<file path="src/rtl/rx_lpi_pkg.sv">
package rx_lpi_pkg;

    // Clock and time base
    localparam int unsigned CLK_HZ           = 125_000_000;
    localparam int unsigned LINK_QUAL_TIME_S = 1;
    localparam int unsigned LINK_QUAL_CYCLES = LINK_QUAL_TIME_S * CLK_HZ;
    localparam int unsigned US_TIME          = 1;
    localparam int unsigned US_CYCLES        = (CLK_HZ / 1_000_000) * US_TIME;

    // Consecutive receive clocks needed to accept a change
    localparam logic [2:0] LPI_ON_SAMPLES  = 3'h3;
    localparam logic [2:0] LPI_OFF_SAMPLES = 3'h4;

    // Register byte offsets
    localparam logic [7:0] OFS_CTRL   = 8'h00;
    localparam logic [7:0] OFS_STATUS = 8'h04;
    localparam logic [7:0] OFS_CLEAR  = 8'h08;
    localparam logic [7:0] OFS_IRQ_EN = 8'h0C;
    localparam logic [7:0] OFS_TRANS  = 8'h10;
    localparam logic [7:0] OFS_TIME   = 8'h14;

    // Control bit positions
    localparam int unsigned CTRL_EEE_BIT    = 0;
    localparam int unsigned CTRL_RXON_BIT   = 1;
    localparam int unsigned CTRL_WAKE_BIT   = 2;
    localparam int unsigned CTRL_REMOTE_BIT = 3;

    // Event bit positions in status, clear and enable
    localparam int unsigned EV_START  = 0;
    localparam int unsigned EV_WAKE   = 1;
    localparam int unsigned EV_ENERGY = 2;

    // Values after reset
    localparam logic [3:0]  CTRL_RESET   = 4'h0;
    localparam logic [2:0]  EVENT_RESET  = 3'h0;
    localparam logic [31:0] COUNT_RESET  = 32'h0000_0000;

    // Link speed codes
    localparam logic [1:0] SPEED_100  = 2'h1;
    localparam logic [1:0] SPEED_1000 = 2'h2;

    typedef enum logic [1:0] {
        F_OFF  = 2'h0,
        F_RISE = 2'h1,
        F_ON   = 2'h3,
        F_FALL = 2'h2
    } filt_state_e;

endpackage

</file>
<file path="src/rtl/pin_sync2.sv">
`timescale 1ns/100ps
`default_nettype none

module pin_sync2 #(
    parameter int unsigned W = 2
) (
    input  wire logic         clk_i,
    input  wire logic         rst_i,
    input  wire logic         ce_i,
    input  wire logic [W-1:0] d_i,
    output logic      [W-1:0] q_o
);

    logic [W-1:0] meta_reg;
    logic [W-1:0] q_reg;

    // First stage feeds only the second stage
    always_ff @(posedge clk_i) begin
        if (rst_i) begin
            meta_reg <= '0;
            q_reg    <= '0;
        end else if (ce_i) begin
            meta_reg <= d_i;
            q_reg    <= meta_reg;
        end
    end

    assign q_o = q_reg;

endmodule

`default_nettype wire

</file>
<file path="src/rtl/lpi_glitch_filter.sv">
`timescale 1ns/100ps
`default_nettype none

module lpi_glitch_filter
    import rx_lpi_pkg::*;
(
    input  wire logic clk_i,
    input  wire logic rst_i,
    input  wire logic sample_i,
    input  wire logic lpi_i,
    output logic      valid_o
);

    filt_state_e state_reg;
    filt_state_e state_next;
    logic [2:0]  cnt_reg;
    logic [2:0]  cnt_next;
    logic [2:0]  cnt_inc;

    assign cnt_inc = cnt_reg + 3'h1;

    always_comb begin
        state_next = state_reg;
        cnt_next   = cnt_reg;
        unique case (state_reg)
            F_OFF: begin
                if (lpi_i) begin
                    state_next = F_RISE;
                    cnt_next   = 3'h1;
                end
            end
            F_RISE: begin
                if (!lpi_i) begin
                    state_next = F_OFF;
                end else if (cnt_inc == LPI_ON_SAMPLES) begin
                    state_next = F_ON;
                end else begin
                    cnt_next = cnt_inc;
                end
            end
            F_ON: begin
                if (!lpi_i) begin
                    state_next = F_FALL;
                    cnt_next   = 3'h1;
                end
            end
            F_FALL: begin
                if (lpi_i) begin
                    state_next = F_ON;
                end else if (cnt_inc == LPI_OFF_SAMPLES) begin
                    state_next = F_OFF;
                end else begin
                    cnt_next = cnt_inc;
                end
            end
        endcase
    end

    // Moves only on a receive clock sample
    always_ff @(posedge clk_i) begin
        if (rst_i) begin
            state_reg <= F_OFF;
            cnt_reg   <= 3'h0;
        end else if (sample_i) begin
            state_reg <= state_next;
            cnt_reg   <= cnt_next;
        end
    end

    assign valid_o = (state_reg == F_ON) || (state_reg == F_FALL);
endmodule

`default_nettype wire

</file>
<file path="src/rtl/eee_rx_lpi_detector.sv">
`timescale 1ns/100ps
`default_nettype none

// Behaviour
// - Idle valid after 3 on, 4 off
// - Idle start sets flag; enable gates interrupt
// - Idle end sets wake flag if enabled
// - Wake flag sets status; enable gates remote wake
// - Power state never blocks or forces wake
// - Decode only with enable, speed, duplex, negotiation
// - Link up one second before decoding
// - Receiver enable does not stop decoding
// - Count idle rising transitions, read only
// - Count idle microseconds, read only
// - Counters run in every power state

module eee_rx_lpi_detector
    import rx_lpi_pkg::*;
#(
    parameter int unsigned QUAL_CYCLES = LINK_QUAL_CYCLES
) (
    input  wire logic        clk_i,
    input  wire logic        rst_i,
    input  wire logic        ce_i,
    input  wire logic        rxc_i,
    input  wire logic        rx_lpi_i,
    input  wire logic        link_up_i,
    input  wire logic [1:0]  speed_i,
    input  wire logic        full_duplex_i,
    input  wire logic        an_eee_ok_i,
    input  wire logic        wb_cyc_i,
    input  wire logic        wb_stb_i,
    input  wire logic        wb_we_i,
    input  wire logic [7:0]  wb_adr_i,
    input  wire logic [3:0]  wb_sel_i,
    input  wire logic [31:0] wb_dat_i,
    output logic      [31:0] wb_dat_o,
    output logic             wb_ack_o,
    output logic             irq_o,
    output logic             remote_wake_o
);

    // Pin sampling; the RGMII clock is slow enough to find edges
    logic [1:0]  pins_sync;
    logic        rxc_prev_reg;
    logic        rxc_rise;
    logic        sample;
    logic        lpi_valid;

    pin_sync2 #(
        .W (2)
    ) u_sync (
        .clk_i (clk_i),
        .rst_i (rst_i),
        .ce_i  (ce_i),
        .d_i   ({rxc_i, rx_lpi_i}),
        .q_o   (pins_sync)
    );

    assign rxc_rise = pins_sync[1] && !rxc_prev_reg;
    assign sample   = rxc_rise && ce_i;

    // A stopped receive clock simply holds the filter where it was
    lpi_glitch_filter u_filter (
        .clk_i    (clk_i),
        .rst_i    (rst_i),
        .sample_i (sample),
        .lpi_i    (pins_sync[0]),
        .valid_o  (lpi_valid)
    );

    // Control and state registers
    logic [3:0]  ctrl_reg;
    logic [3:0]  ctrl_next;
    logic [2:0]  irq_en_reg;
    logic [2:0]  irq_en_next;
    logic [2:0]  flags_reg;
    logic [2:0]  flags_next;
    logic        lpi_prev_reg;
    logic [31:0] qual_cnt_reg;
    logic [31:0] qual_cnt_next;
    logic [6:0]  us_cnt_reg;
    logic [31:0] trans_cnt_reg;
    logic [31:0] time_cnt_reg;
    logic        ack_reg;
    logic [31:0] dat_reg;
    logic [31:0] dat_next;

    // Link qualification
    wire eee_on     = ctrl_reg[CTRL_EEE_BIT];
    wire wake_en    = ctrl_reg[CTRL_WAKE_BIT];
    wire remote_en  = ctrl_reg[CTRL_REMOTE_BIT];
    wire speed_ok   = (speed_i == SPEED_100) || (speed_i == SPEED_1000);
    wire cond_ok    = eee_on && speed_ok && full_duplex_i
                      && an_eee_ok_i && link_up_i;
    wire qual_done  = (qual_cnt_reg == QUAL_CYCLES);
    // Receiver enable stays out of this term on purpose
    wire decode_ok  = cond_ok && qual_done;

    assign qual_cnt_next = !cond_ok ? 32'h0000_0000 :
                           qual_done ? qual_cnt_reg :
                           qual_cnt_reg + 32'h0000_0001;

    // Events from the filtered indication
    wire lpi_rise   = lpi_valid && !lpi_prev_reg;
    wire lpi_fall   = !lpi_valid && lpi_prev_reg;
    wire start_ev   = decode_ok && lpi_rise;
    wire wake_ev    = decode_ok && lpi_fall && wake_en;
    wire us_tick    = (us_cnt_reg == 7'(US_CYCLES - 1));

    // Bus decode
    wire req        = wb_cyc_i && wb_stb_i;
    wire wr_take    = req && wb_we_i && ack_reg;
    wire lane0      = wb_sel_i[0];
    wire hit_ctrl   = (wb_adr_i == OFS_CTRL);
    wire hit_stat   = (wb_adr_i == OFS_STATUS);
    wire hit_clear  = (wb_adr_i == OFS_CLEAR);
    wire hit_irq_en = (wb_adr_i == OFS_IRQ_EN);
    wire hit_trans  = (wb_adr_i == OFS_TRANS);
    wire hit_time   = (wb_adr_i == OFS_TIME);
    wire wr_ctrl    = wr_take && hit_ctrl && lane0;
    wire wr_irq_en  = wr_take && hit_irq_en && lane0;
    wire wr_clear   = wr_take && hit_clear && lane0;

    wire [2:0] clr_bits = wr_clear ? wb_dat_i[2:0] : EVENT_RESET;
    // A wake flag cleared in this cycle no longer re-sets the status
    wire       wake_kept  = flags_reg[EV_WAKE] && !clr_bits[EV_WAKE];
    wire       energy_set = wake_kept || wake_ev;
    wire [2:0] set_bits = {energy_set, wake_ev, start_ev};

    // Set wins over a clear in the same cycle
    assign flags_next  = (flags_reg & ~clr_bits) | set_bits;
    assign ctrl_next   = wr_ctrl ? wb_dat_i[3:0] : ctrl_reg;
    assign irq_en_next = wr_irq_en ? wb_dat_i[2:0] : irq_en_reg;

    wire [31:0] status_word = {26'h000_0000, decode_ok, lpi_valid,
                               1'b0, flags_reg};

    // Counters are read only; unmapped and write-only words read zero
    assign dat_next = hit_ctrl   ? {28'h000_0000, ctrl_reg} :
                      hit_stat   ? status_word :
                      hit_irq_en ? {29'h0000_0000, irq_en_reg} :
                      hit_trans  ? trans_cnt_reg :
                      hit_time   ? time_cnt_reg :
                      32'h0000_0000;

    always_ff @(posedge clk_i) begin
        if (rst_i) begin
            rxc_prev_reg <= 1'b0;
            lpi_prev_reg <= 1'b0;
            qual_cnt_reg <= COUNT_RESET;
            us_cnt_reg   <= 7'h00;
        end else if (ce_i) begin
            rxc_prev_reg <= pins_sync[1];
            lpi_prev_reg <= lpi_valid;
            qual_cnt_reg <= qual_cnt_next;
            us_cnt_reg   <= us_tick ? 7'h00 : us_cnt_reg + 7'h01;
        end
    end

    // No power state input: counters and wake never depend on it
    always_ff @(posedge clk_i) begin
        if (rst_i) begin
            trans_cnt_reg <= COUNT_RESET;
            time_cnt_reg  <= COUNT_RESET;
        end else if (ce_i) begin
            if (lpi_rise) begin
                trans_cnt_reg <= trans_cnt_reg + 32'h0000_0001;
            end
            if (us_tick && lpi_valid) begin
                time_cnt_reg <= time_cnt_reg + 32'h0000_0001;
            end
        end
    end

    always_ff @(posedge clk_i) begin
        if (rst_i) begin
            ctrl_reg   <= CTRL_RESET;
            irq_en_reg <= EVENT_RESET;
            flags_reg  <= EVENT_RESET;
        end else if (ce_i) begin
            ctrl_reg   <= ctrl_next;
            irq_en_reg <= irq_en_next;
            flags_reg  <= flags_next;
        end
    end

    // One wait state: data and ack are both registered
    always_ff @(posedge clk_i) begin
        if (rst_i) begin
            ack_reg <= 1'b0;
            dat_reg <= 32'h0000_0000;
        end else if (ce_i) begin
            ack_reg <= req && !ack_reg;
            if (req && !ack_reg) begin
                dat_reg <= dat_next;
            end
        end
    end

    assign wb_ack_o      = ack_reg;
    assign wb_dat_o      = dat_reg;
    assign irq_o         = |(flags_reg & irq_en_reg);
    assign remote_wake_o = flags_reg[EV_ENERGY] && remote_en;
endmodule

`default_nettype wire

</file>
<file path="config.mk">
export PLATFORM = sky130hd
export DESIGN_NAME = eee_rx_lpi_detector
export DESIGN_NICKNAME = d
export VERILOG_FILES = /design/src/rtl/rx_lpi_pkg.sv /design/src/rtl/pin_sync2.sv /design/src/rtl/lpi_glitch_filter.sv /design/src/rtl/eee_rx_lpi_detector.sv
export SDC_FILE = /design/constraint.sdc
export NUM_CORES = 1
export LEC_CHECK = 0
export BUFFER_PORTS_ARGS = -buffer_cell sky130_fd_sc_hd__buf_4
export CELL_PAD_IN_SITES_DETAIL_PLACEMENT = 1
export CELL_PAD_IN_SITES_GLOBAL_PLACEMENT = 1
export CORE_MARGIN = 2
export CORE_UTILIZATION = 31
export CTS_BUF_LIST = sky130_fd_sc_hd__clkbuf_16
export DETAILED_ROUTE_END_ITERATION = 12
export PLACE_DENSITY = 0.7
export SETUP_SLACK_MARGIN = 0.5
export SYNTH_ARGS = -nofsm -noshare
export SYNTH_HDL_FRONTEND = slang
export SYNTH_SLANG_ARGS = --single-unit
export TNS_END_PERCENT = 100
</file>
<file path="constraint.sdc">
create_clock -name clk_i -period 2.7 [get_ports clk_i]
set_clock_uncertainty 0.05 [all_clocks]
set_input_delay 0.54 -clock clk_i [delete_from_list [all_inputs] [get_ports clk_i]]
set_output_delay 0.54 -clock clk_i [all_outputs]
set_load 0.01 [all_outputs]
</file>
; ---- Word level (Yosys, flattened, before mapping)
; Cells that the tools add are included.
[totals]
regBits = 157
input_bits = 57
output_inout_bits = 35
elab_cells = 114
[classes]
add_sub_neg = 5
n_eq_ne = 23
muxes = 23
bitwise_logic = 4
reduce_logical = 44
[op_table]
columns = op, count
row1 = 2-to-1 mux 32 bit, 7
row2 = adder 32 x 1 -> 32 bit (second input constant), 3
row3 = == test 32 x 27 -> 1 bit (second input constant), 1
row4 = logical AND 1 bit, 25
row5 = 2-to-1 mux 3 bit, 7
row6 = == test 8 x 4 -> 1 bit (second input constant), 2
row7 = == test 8 x 5 -> 1 bit (second input constant), 2
row8 = != test 2 bit (second input constant), 7
row9 = 2-to-1 mux 2 bit, 6
row10 = one-hot mux 3 bit (4 select lines), 1
row11 = AND reduction 2 bit, 6
row12 = == test 8 x 3 -> 1 bit (second input constant), 1
row13 = zero test 8 bit, 1
row14 = one-hot mux 2 bit (4 select lines), 1
row15 = adder 7 x 1 -> 7 bit (second input constant), 1
row16 = == test 7 bit (second input constant), 1
row17 = 2-to-1 mux 7 bit, 1
row18 = AND reduction 7 bit, 1
row19 = bitwise AND 3 bit, 2
row20 = == test 2 bit (second input constant), 3
row21 = != test 3 x 2 -> 1 bit (second input constant), 2
row22 = zero test 1 bit, 5
row23 = AND reduction 5 bit, 1
row24 = == test 2 x 1 -> 1 bit (second input constant), 2
row25 = other kinds (8), 10

; ---- Logic depth before layout (Yosys ltp)
; Gate-level depths: netlist (run 1).
[depth]
word_depth = 11
ltp_mapped = 8
ltp_nobuf = 7

; ---- By module
; From an unflattened synthesis (run 1), not the netlist that was laid out.
[hier_totals]
cells_unflattened = 898
area_unflattened_um2 = 7528.5
[by_module_without_submodules]
columns = mod, instances, cells_each, area_per_inst_um2, seq_area_each_um2
row1 = eee_rx_lpi_detector, 1, 829, 6939.2, 2962.8
row2 = lpi_glitch_filter, 1, 56, 449.2, 100.1
row3 = pin_sync2, 1, 13, 140.1, 80.1

; ---- Worst setup path before layout (run 1)
; OpenSTA, ideal clock, no wires.
[synth_timing]
kind = input-to-reg
start = input wb_adr_i[7]
end = register ctrl_reg[0]
setup_ns = 0.128
arrival_ns = 1.871
required_ns = 2.522
setup_slack_ns = 0.651
stages = 5
n_path_buf = 0
path_cell_list = nor4_1 > nor4b_2 > nand3_1 > mux2i_1 > nor2_1
[synth_via]
elab_chain_cells = 4
[synth_lines]
columns = item, line_no
row1 = start: declaration, eee_rx_lpi_detector.sv:34  ; input wire logic [7:0] wb_adr_i,
row2 = zero test 8 bit, eee_rx_lpi_detector.sv:115  ; wire hit_ctrl = (wb_adr_i == OFS_CTRL);
row3 = logical AND 1 bit (2 in a row), eee_rx_lpi_detector.sv:121  ; wire wr_ctrl = wr_take && hit_ctrl && lane0;
row4 = AND reduction 2 bit (no source line), -
row5 = end signal: assignment, eee_rx_lpi_detector.sv:182  ; ctrl_reg <= ctrl_next;
row6 = end: declaration, eee_rx_lpi_detector.sv:73  ; logic [3:0] ctrl_reg;
; Every way passes these cells.
; A chain may end at the register's enable or synchronous reset.

; ---- Worst setup path in the final report (run 1)
[layout_timing]
start = register us_cnt_reg[1]
end = register time_cnt_reg[20]
[layout_via]
elab_chain_cells = 3
[layout_lines]
columns = item, line_no
row1 = start: declaration, eee_rx_lpi_detector.sv:82  ; logic [6:0] us_cnt_reg;
row2 = start signal: assignment, eee_rx_lpi_detector.sv:157  ; us_cnt_reg <= us_tick ? 7'h00 : us_cnt_reg + 7'h01;
row3 = == test 7 bit, eee_rx_lpi_detector.sv:109  ; wire us_tick = (us_cnt_reg == 7'(US_CYCLES - 1));
row4 = logical AND 1 bit, eee_rx_lpi_detector.sv:170  ; if (us_tick && lpi_valid) begin
row5 = AND reduction 2 bit (no source line), -
row6 = end signal: assignment, eee_rx_lpi_detector.sv:171  ; time_cnt_reg <= time_cnt_reg + 32'h0000_0001;
row7 = end: declaration, eee_rx_lpi_detector.sv:84  ; logic [31:0] time_cnt_reg;
; Every way passes these cells.

==> out/metrics.yaml, run 1 <==
status:
  status: "completed"
setup_path:
  path_cells: "inv_2, ha_4, nand4_1, nor4b_4, buf_4, nand4_1, or4_4, a21oi_2"
  cp_common_cell: "nand4_1"
  cp-start-kind: "flip-flop"
  critPathKind: "flip-flop to flip-flop"
  worst_setup_path_end_kind: "flip-flop"
  required_ns: 3.01
  arrival_ns: 2.53
  crit_fanout: 6
  critPathSlowestCell: "or4_4"
  cp_slowest_stage_delay_ns: 0.54
global_route:
  use_met1_pct: 19.90
  global_route.usage.met2_pct: 27.87
  busiest_layer: "met2"
  met3_usage_pct: 2.344
  antenna_found_initial: 0
  grt_pass1_wl_um: 33150
  track_usage_pct: 15.80
  grt_pass1_vias: 6562
  grt_max_degree: 122
  grt.overflow.total: 0
logic_synthesis:
  yosysMostFrequentCell: "dfxtp_1"
  synth_top_area_share_pct: 42.20
  synth_seq_cells: 157
  yosys_warnings: 0
  async_flop_share_pct: 0
  syn-instance-count: 864
  synth_ff_type: "dfxtp_1"
  syn_nets: 934
  synth-edff-count: 0
  synth.area.top_cells: "dfxtp_1 (42%), nor2_1 (6.7%), xor2_1 (5.4%)"
  syn_area_per_cell_um2: 8.621
  synth_area_um2: 7448
  synth_largest_area_cell: "dfxtp_1"
  synth.distinct_cells: 53
  ys_top_cells_by_count: "dfxtp_1 (157), nor2_1 (132), nand2_1 (54)"
  ys_seq_area_share_pct: 42.20
layout:
  drive_above_1_share_pct: 19.56
  fin_nets: 1003
  fin_util_pct: 38.55
  area_growth_pct: 21.85
  final_area_um2: 9076
  antenna_cells: 0
floorplan:
  die_area_um2: 25280
  core_area_um2: 23540
  dieWidth_um: 159.0
  die_y_um: 159.0
  num_rows: 56
  start_util_pct: 31.64
  io_pins: 92
pwr:
  vdd_ir_drop_max_mv: 0.3223
  p_per_area_nw_per_um2: 520.7
  leakage_nw: 3.306
clock_network:
  path_clk_slew_ns: 0.06
  insertion_delay_ns: 0.43
  cts_buffer_depth: 2
  cts.htree.levels: 4
  clock_tree.root_cell: "clkbuf_16"
  clkSinkCount: 157
  cts_tree: "built"
  cts_buffers: 17
sta:
  hold_viol: 0
  finalCriticalPeriod_ns: 2.219
  fmax_ghz: 0.4506
  holdWs_ns: 0.3072
  setup_tns_ns: 0
  finalMaxSlewViolations: 0
  relSlewSlack_pct: 53.51
  fin_crit_sh_pct: 82.20
  setup_viol: 0
  rsz0062_at_grt: "true"
  worst_slew_pin_slew_ns: 0.6901
routing:
  vias: 6468
  firstDrtPassIters: 4
  post-route-drc-count: 0
  via_per_inst: 5.113
  wl_per_cell_um: 15.95
  drtIter0Drc: 289
  ant_nets: 0
  routed_wl_um: 20170
worst_hold_path:
  min_path_type: "input pin to flip-flop"
job:
  drv_cap: 0
place:
  place_congestion: 0.7817
  port_buffers: 60
  dp_hpwl_um: 13760
  placed_cell_area_um2: 8322
-- worst paths after layout --
path / start / end / slack, ns / cells after the start
setup / recovery: us_cnt_reg[1]$_SDFFE_PP0P_ / time_cnt_reg[20]$_SDFFE_PP0P_ / 0.48 / 8
hold / removal: rx_lpi_i / u_sync.meta_reg[0]$_SDFFE_PP0P_ / 0.31 / 3
setup reg to reg: us_cnt_reg[1]$_SDFFE_PP0P_ / time_cnt_reg[20]$_SDFFE_PP0P_ / 0.48 / 8
hold reg to reg: wb_dat_o[3]$_SDFFE_PP0P_ / wb_dat_o[3]$_SDFFE_PP0P_ / 0.41 / 2
-- where the power goes --
| part | total [mW] | switching [mW] | internal [mW] |
|---|---|---|---|
| Sequential | 2.33 | 0.00800 | 2.33 |
| Combinational | 0.176 | 0.108 | 0.0675 |
| Clock | 2.22 | 1.03 | 1.18 |
| Total | 4.73 | 1.15 | 3.58 |
-- metal layers --
layer,part of all wire [%],up-vias
li1,-,3198
met1,47,3169
met2,50,80
met3,2.2,21
met4,1.4,0
met5,0,-
-- repair_timing --
action / in CTS / in global routing
buffers inserted: 3 / 7
endpoints found under the hold margin: 0 / 0
pin swaps: 2 / 9
hold buffers: 0 / 0
endpoints found under the setup margin: 51 / 32
gates resized for setup: 6 / 24
cloned: 1 / 0
-- metrics by stage --
step	setup WS, ns	std cells	power (mW)
floorplan	0.6512	864	2.479
global placement	0.3313	1222	2.551
detailed placement	0.3098	1222	2.554
CTS	0.5056	1258	4.781
global route	0.3435	1265	4.901
finish	0.4805	1265	4.726
-- layout by cell type (no fill, tap or decap), types with 4 or more instances in the layout --
master	netlist	final
a211oi_1	5	5
a21oi_1	44	42
a22oi_1	28	28
and2_1	5	5
and3_1	16	16
and4_1	8	8
buf_4	1	88
clkbuf_16	0	17
clkinvlp_4	0	6
dfxtp_1	157	153
ha_1	13	10
inv_1	29	27
inv_6	0	4
mux2_2	26	26
mux2i_1	17	17
nand2_1	54	54
nand3_1	40	39
nand4_1	36	36
nor2_1	132	130
nor3_1	18	18
nor4_1	9	6
nor4_4	3	4
nor4b_1	5	5
o21ai_0	36	36
o31ai_1	6	6
or3_1	24	23
or4_1	7	5
xnor2_1	27	27
xor2_1	46	46
-- logic make-up after synthesis --
kind of cell | count (synthesis) | share of synthesized area, %
compound gates | 132 | 10.72
simple gates | 375 | 26.39
fa+ha+maj | 13 | 2.184
mux | 43 | 6.215
xor+xnor | 73 | 8.584
buf+inv | 71 | 3.712
flops | 157 | 42.20
-- cell type report --
| type | instances | area [µm²] |
|---|---|---|
| clock buffers | 17 | 425.4 |
| clock inverters | 15 | 112.6 |
| fillers | 2820 | 14470 |
| inverters | 29 | 108.9 |
| multi-input cells | 636 | 4156 |
| flip-flops and latches | 157 | 3151 |
| well taps | 319 | 399.1 |
| repair buffers | 92 | 723.2 |
-- critical path: cells and delay by family (launching register included) --
kind / cells / cell delay, ns
flip-flops: 1 / 0.33
adder cells (fa/ha/maj): 1 / 0.13
AND/OR/NAND/NOR: 4 / 1.25
AO/OA/AOI/OAI: 1 / 0.12
buffers and inverters: 2 / 0.27
Note: power is estimated with default switching activity, not from simulation.
==> run 2, diff against run 1 <==
Settings changed: ABC_AREA from default to 1, PLACE_DENSITY 0.7 to 0.76.
Clock period 2.7 ns to 1.9 ns, I/O delays scaled along.
==> out/metrics.yaml, run 2 <==
routing:
  via_per_inst: 5.396
  vias: 11340
  wl_per_cell_um: 20.05
  drtIter0Drc: 715
  ant_nets: 0
  post-route-drc-count: 0
  firstDrtPassIters: 5
  routed_wl_um: 42130
global_route:
  antenna_found_initial: 0
  grt_pass1_vias: 11390
  grt.overflow.total: 0
  track_usage_pct: 24.32
  grt_max_degree: 83
  grt_pass1_wl_um: 59770
floorplan:
  start_util_pct: 31.72
  dieWidth_um: 176.1
  die_y_um: 176.1
  num_rows: 62
  core_area_um2: 28940
  io_pins: 92
  die_area_um2: 31000
layout:
  drive_above_1_share_pct: 34.54
  fin_nets: 1774
  fin_util_pct: 46.97
  antenna_cells: 0
  nFillCells: 3666
  final_area_um2: 13590
  layout_commonest_cell: "nand2_1"
  final_cell_mix: "nand2_1 (423), nor2_1 (212), buf_4 (135), inv_1 (107), dfxtp_1 (101)"
  area_growth_pct: 48.06
sta:
  finalMaxSlewViolations: 0
  rsz0062_at_grt: "true"
  fmax_ghz: 0.4965
  relSlewSlack_pct: 61.48
  setup_viol: 2
  finalCriticalPeriod_ns: 2.014
  fin_ws_ns: -0.1140
  fin_crit_sh_pct: 106.0
  worst_slew_pin_slew_ns: 0.5777
  hold_viol: 0
logic_synthesis:
  yosysMostFrequentCell: "nand2_1"
  ys_top_cells_by_count: "nand2_1 (518), nor2_1 (288), dfxtp_1 (157)"
  yosys_warnings: 0
  syn-instance-count: 1535
  synth_top_area_share_pct: 34.24
  synth.distinct_cells: 40
  synth-edff-count: 0
  ys_seq_area_share_pct: 34.24
  synth_seq_cells: 157
  synth.area.top_cells: "dfxtp_1 (34%), nand2_1 (21%), nor2_1 (12%)"
  syn_nets: 1605
  synth_area_um2: 9179
  async_flop_share_pct: 0
  synth_largest_area_cell: "dfxtp_1"
  synth_ff_type: "dfxtp_1"
  syn_area_per_cell_um2: 5.980
pwr:
  pwr-share-comb_pct: 6.2
  leakage_nw: 5.144
  sw_frac_of_total_pct: 27.37
  p_per_area_nw_per_um2: 536.9
  p_seq_share_pct: 45.4
  cell_internal_pwr_mw: 5.299
  vdd_ir_drop_max_mv: 0.6409
  pwr-share-clk_pct: 48.4
  net-switching-power_mw: 1.997
clock_network:
  insertion_delay_ns: 0.46
  clock_tree.root_cell: "clkbuf_16"
  cts_buffer_depth: 2
  cts_buffers: 17
  cts_tree: "built"
  path_clk_slew_ns: 0.07
  cts.htree.levels: 4
  clkSinkCount: 157
place:
  dp_hpwl_um: 23720
  place_congestion: 0.8923
  port_buffers: 60
  placed_cell_area_um2: 10500
setup_path:
  required_ns: 2.21
  crit_fanout: 5
  critPathSlowestCell: "dfxtp_2"
  cp-start-kind: "flip-flop"
  cp_common_cell: "nand2_2"
  arrival_ns: 2.33
  critical-path-top-delay-family: "simple AND/OR/NAND/NOR gates"
  cp_slowest_stage_delay_ns: 0.33
  critPathKind: "flip-flop to flip-flop"
  path_cells: "inv_2, ha_4, nand2_2, nor2_2, nand2_2, nor2_4, clkinv_4, nor3_4, nand3_1, nand2_1, inv_1, nor2_1"
  crit_buf_inv: 3
  worst_setup_path_end_kind: "flip-flop"
status:
  status: "complete, but fails checks"
  violations: "setup timing"
worst_hold_path:
  min_path_type: "input pin to flip-flop"
job:
  drv_cap: 0
==> run 2: cell count changes in the layout (fill, tap and decap cells not counted), moves of 46 or more <==
cell     delta
a21oi_1    +46
buf_4      +47
dfxtp_1    -52
inv_1      +80
nand2_1   +369
nand2_2    +56
nor2_1     +82
==> run 2: timing repair <==
action / 4_1_cts / 5_1_grt
setup buffers: 61 / 16
setup endpoints to repair: 117 / 127
hold buffers: 0 / 0
pin swaps: 91 / 84
cloned: 10 / 1
gates resized for setup: 264 / 246
==> run 2: routing by layer <==
| metal | routed length [µm] | up-vias | track usage [%] |
|---|---|---|---|
| met5 | 0 | - | 0 |
| met4 | 1411 | 0 | 9.470 |
| met3 | 1960 | 121 | 3.553 |
| met2 | 21390 | 409 | 42.68 |
| met1 | 17370 | 5581 | 29.95 |
| li1 | - | 5227 | - |
==> run 2: layout make-up <==
cell class / count / area (µm²) / share of cell area (%)
Timing Repair Buffer: 196 / 1987 / 14.62
Tap cell: 384 / 480.5 / 3.535
Inverter: 134 / 536.8 / 3.950
Sequential cell: 157 / 3248 / 23.90
Multi-Input combinational cell: 1198 / 6780 / 49.89
Clock buffer: 17 / 425.4 / 3.130
Clock inverter: 15 / 132.6 / 0.9759
==> run 2: metrics by stage <==
step | setup WS [ns] | power (mW) | std cells | hold slack (ns) | setup TNS (ns)
floorplan | 0.2189 | 3.571 | 1535 | 0.3678 | 0
global placement | 0.06776 | 3.691 | 1981 | 0.3814 | 0
detailed placement | 0.03713 | 3.701 | 1981 | 0.4021 | 0
CTS | 0.1275 | 7.189 | 2084 | 0.1236 | 0
global route | -0.1654 | 7.471 | 2101 | 0.1455 | -0.8527
finish | -0.1140 | 7.296 | 2101 | 0.1208 | -0.1455
==> run 2: power by group through the flow <==
stage	Clock (mW)	Combinational, mW	Sequential [mW]
5_1_grt	3.68	0.480	3.31
3_5_place_dp	0	0.298	3.40
6_report	3.53	0.454	3.31
4_1_cts	3.48	0.393	3.32
2_1_floorplan	0	0.172	3.40
3_3_place_gp	0	0.289	3.40
==> run 2: worst register-to-register path: stages, from the launching register on <==
cell and delay, ns:
dfxtp_2 0.33, inv_2 0.07, ha_4 0.14, nand2_2 0.05
nor2_2 0.12, nand2_2 0.11, nor2_4 0.20, clkinv_4 0.16
nor3_4 0.23, nand3_1 0.12, nand2_1 0.10, inv_1 0.06
nor2_1 0.20
==> run 2: kinds of logic (layout without fill, tap and decap cells) <==
group / Yosys count / in the layout / synth area share [%]
simple gates: 942 / 943 / 41.36
compound gates: 213 / 214 / 12.21
buf+inv: 182 / 362 / 7.743
flops: 157 / 157 / 34.24
xor+xnor: 28 / 28 / 2.672
fa+ha+maj: 13 / 13 / 1.772
==> run 2: worst paths after layout <==
path | start | end | slack, ns | cells after the start
worst max register to register | us_cnt_reg[0]$_SDFFE_PP0P_ | time_cnt_reg[17]$_SDFFE_PP0P_ | -0.11 | 12
worst min-delay path | wb_dat_i[3] | ctrl_reg[3]$_SDFFE_PP0P_ | 0.12 | 3
worst min register to register | wb_dat_o[15]$_SDFFE_PP0P_ | wb_dat_o[15]$_SDFFE_PP0P_ | 0.42 | 2
worst max-delay path | us_cnt_reg[0]$_SDFFE_PP0P_ | time_cnt_reg[17]$_SDFFE_PP0P_ | -0.11 | 12
==> run 3, diff against run 2 <==
Settings changed: PLACE_DENSITY 0.76 to 0.73.
Clock period 1.9 ns to 2.4 ns, I/O delays scaled along.
==> out/metrics.yaml, run 3 (same netlist as run 2, synthesis figures left out) <==
setup_path:
  cp_slowest_stage_delay_ns: 0.44
  critical-path-top-delay-family: "simple AND/OR/NAND/NOR gates"
  required_ns: 2.66
  crit_fanout: 9
  reg2reg_to: "qual_cnt_reg[18]$_SDFFE_PP0P_"
  arrival_ns: 2.06
  worstReg2RegStart: "qual_cnt_reg[21]$_SDFFE_PP0P_"
  reg2reg_depth: 10
  path_cells: "nand2_1, nor2_1, nand2_1, nor2_1, nand3_4, nand2_8, clkbuf_16, nor2_1, nor2_1, nor2_1"
  cp-start-kind: "flip-flop"
  worst_setup_path_end_kind: "flip-flop"
  crit_buf_inv: 1
  critPathSlowestCell: "dfxtp_1"
  cp_common_cell: "nor2_1"
  r2r_slack_ns: 0.60
  critPathKind: "flip-flop to flip-flop"
layout:
  fin_util_pct: 38.45
  final_area_um2: 11130
  antenna_cells: 0
  nFillCells: 3817
  layout_commonest_cell: "nand2_1"
  final_cell_mix: "nand2_1 (516), nor2_1 (271), dfxtp_1 (150), a21oi_1 (135), inv_1 (130)"
  stdcell_count: 2005
  fin_nets: 1679
  drive_above_1_share_pct: 11.35
  area_growth_pct: 21.22
floorplan:
  dieWidth_um: 176.1
  die_area_um2: 31000
  die_y_um: 176.1
  core_area_um2: 28940
  io_pins: 92
  start_util_pct: 31.72
  num_rows: 62
sta:
  hold_viol: 0
  finalCriticalPeriod_ns: 1.802
  finalMaxSlewViolations: 0
  worst_slew_pin_slew_ns: 0.6055
  setup_viol: 0
  fin_crit_sh_pct: 75.10
  rsz0062_at_grt: "true"
  holdWs_ns: 0.2107
  relSlewSlack_pct: 59.64
  fmax_ghz: 0.5548
  setup_tns_ns: 0
global_route:
  met3_usage_pct: 3.445
  global_route.usage.met2_pct: 35.92
  use_met1_pct: 27.59
  grt_max_degree: 111
  antenna_found_initial: 0
  busiest_layer: "met2"
  track_usage_pct: 21.01
  grt_pass1_vias: 9980
  grt.overflow.total: 0
  grt_pass1_wl_um: 52000
place:
  dp_hpwl_um: 24100
  placed_cell_area_um2: 10180
  place_congestion: 0.8913
  port_buffers: 60
  placed_cells_incl_taps: 1964
job:
  drv_cap: 0
worst_hold_path:
  hp-start: "rxc_i"
  hold_depth: 3
  min_path_type: "input pin to flip-flop"
  whs_endpoint: "u_sync.meta_reg[1]$_SDFFE_PP0P_"
routing:
  firstDrtPassIters: 5
  wl_per_cell_um: 16.13
  drtIter0Drc: 560
  vias: 10040
  ant_nets: 0
  routed_wl_um: 32340
  via_per_inst: 5.006
  post-route-drc-count: 0
clock_network:
  clock_tree.root_cell: "clkbuf_16"
  cts_tree: "built"
  cts.htree.levels: 4
  insertion_delay_ns: 0.44
  path_clk_slew_ns: 0.08
  clkSinkCount: 157
  cts_buffers: 17
  hold_buffers: 0
  cts_buffer_depth: 2
pwr:
  leakage_nw: 3.889
  vdd_ir_drop_max_mv: 0.4842
  p_per_area_nw_per_um2: 518.5
status:
  status: "completed"
run 3: layout make-up:
cell class	count	area [µm²]	share of cell area, %
Clock buffer	17	425.4	3.823
Clock inverter	14	172.7	1.552
Inverter	134	505.5	4.543
Multi-Input combinational cell	1196	5525	49.66
Sequential cell	157	3154	28.35
Tap cell	384	480.5	4.318
Timing Repair Buffer	103	863.3	7.759
run 3: power breakdown:
part	internal, mW	switching (mW)	total, mW
clock network	1.57	1.31	2.88
logic	0.0915	0.163	0.254
registers	2.62	0.0148	2.63
run 3: worst max path at each step:
stage	from	depth (start not counted)	slack, ns	end
final	qual_cnt_reg[21]$_SDFFE_PP0P_	10	0.60	qual_cnt_reg[18]$_SDFFE_PP0P_
after detailed placement	u_filter.state_reg[0]$_SDFFE_PP0P_	9	0.31	trans_cnt_reg[2]$_SDFFE_PP0P_
after CTS	u_filter.state_reg[1]$_SDFFE_PP0P_	10	0.51	trans_cnt_reg[12]$_SDFFE_PP0P_
after global routing	us_cnt_reg[0]$_SDFFE_PP0P_	11	0.46	time_cnt_reg[13]$_SDFFE_PP0P_
after global placement	wb_adr_i[7]	9	0.32	wb_dat_o[9]$_SDFFE_PP0P_
after floorplan	qual_cnt_reg[0]$_SDFFE_PP0P_	12	0.68	qual_cnt_reg[25]$_SDFFE_PP0P_
run 3: repair_timing:
item,4_1_cts,5_1_grt
setup buffers,2,7
hold endpoints to repair,0,0
gates cloned,0,1
resized for setup,15,53
pin swaps,3,11
endpoints found under the setup margin,58,83
run 3: worst register-to-register path, cell delays in order, from the launching register on:
cell       delay [ns]
dfxtp_1          0.44
nand2_1          0.16
nor2_1           0.13
nand2_1          0.10
nor2_1           0.21
nand3_4          0.13
nand2_8          0.11
clkbuf_16        0.17
nor2_1           0.05
nor2_1           0.08
nor2_1           0.04
run 3: metrics by stage:
stage	total power [mW]	setup WS (ns)
CTS	5.808	0.5062
global route	5.967	0.4569
global placement	2.919	0.3167
finish	5.770	0.5975
floorplan	2.816	0.6805
detailed placement	2.924	0.3093
run 3: metal layers:
| layer | share of wire [%] | up-vias |
|---|---|---|
| li1 | - | 5016 |
| met1 | 47 | 4875 |
| met2 | 48 | 119 |
| met3 | 3.4 | 28 |
| met4 | 1.4 | 0 |
| met5 | 0 | - |
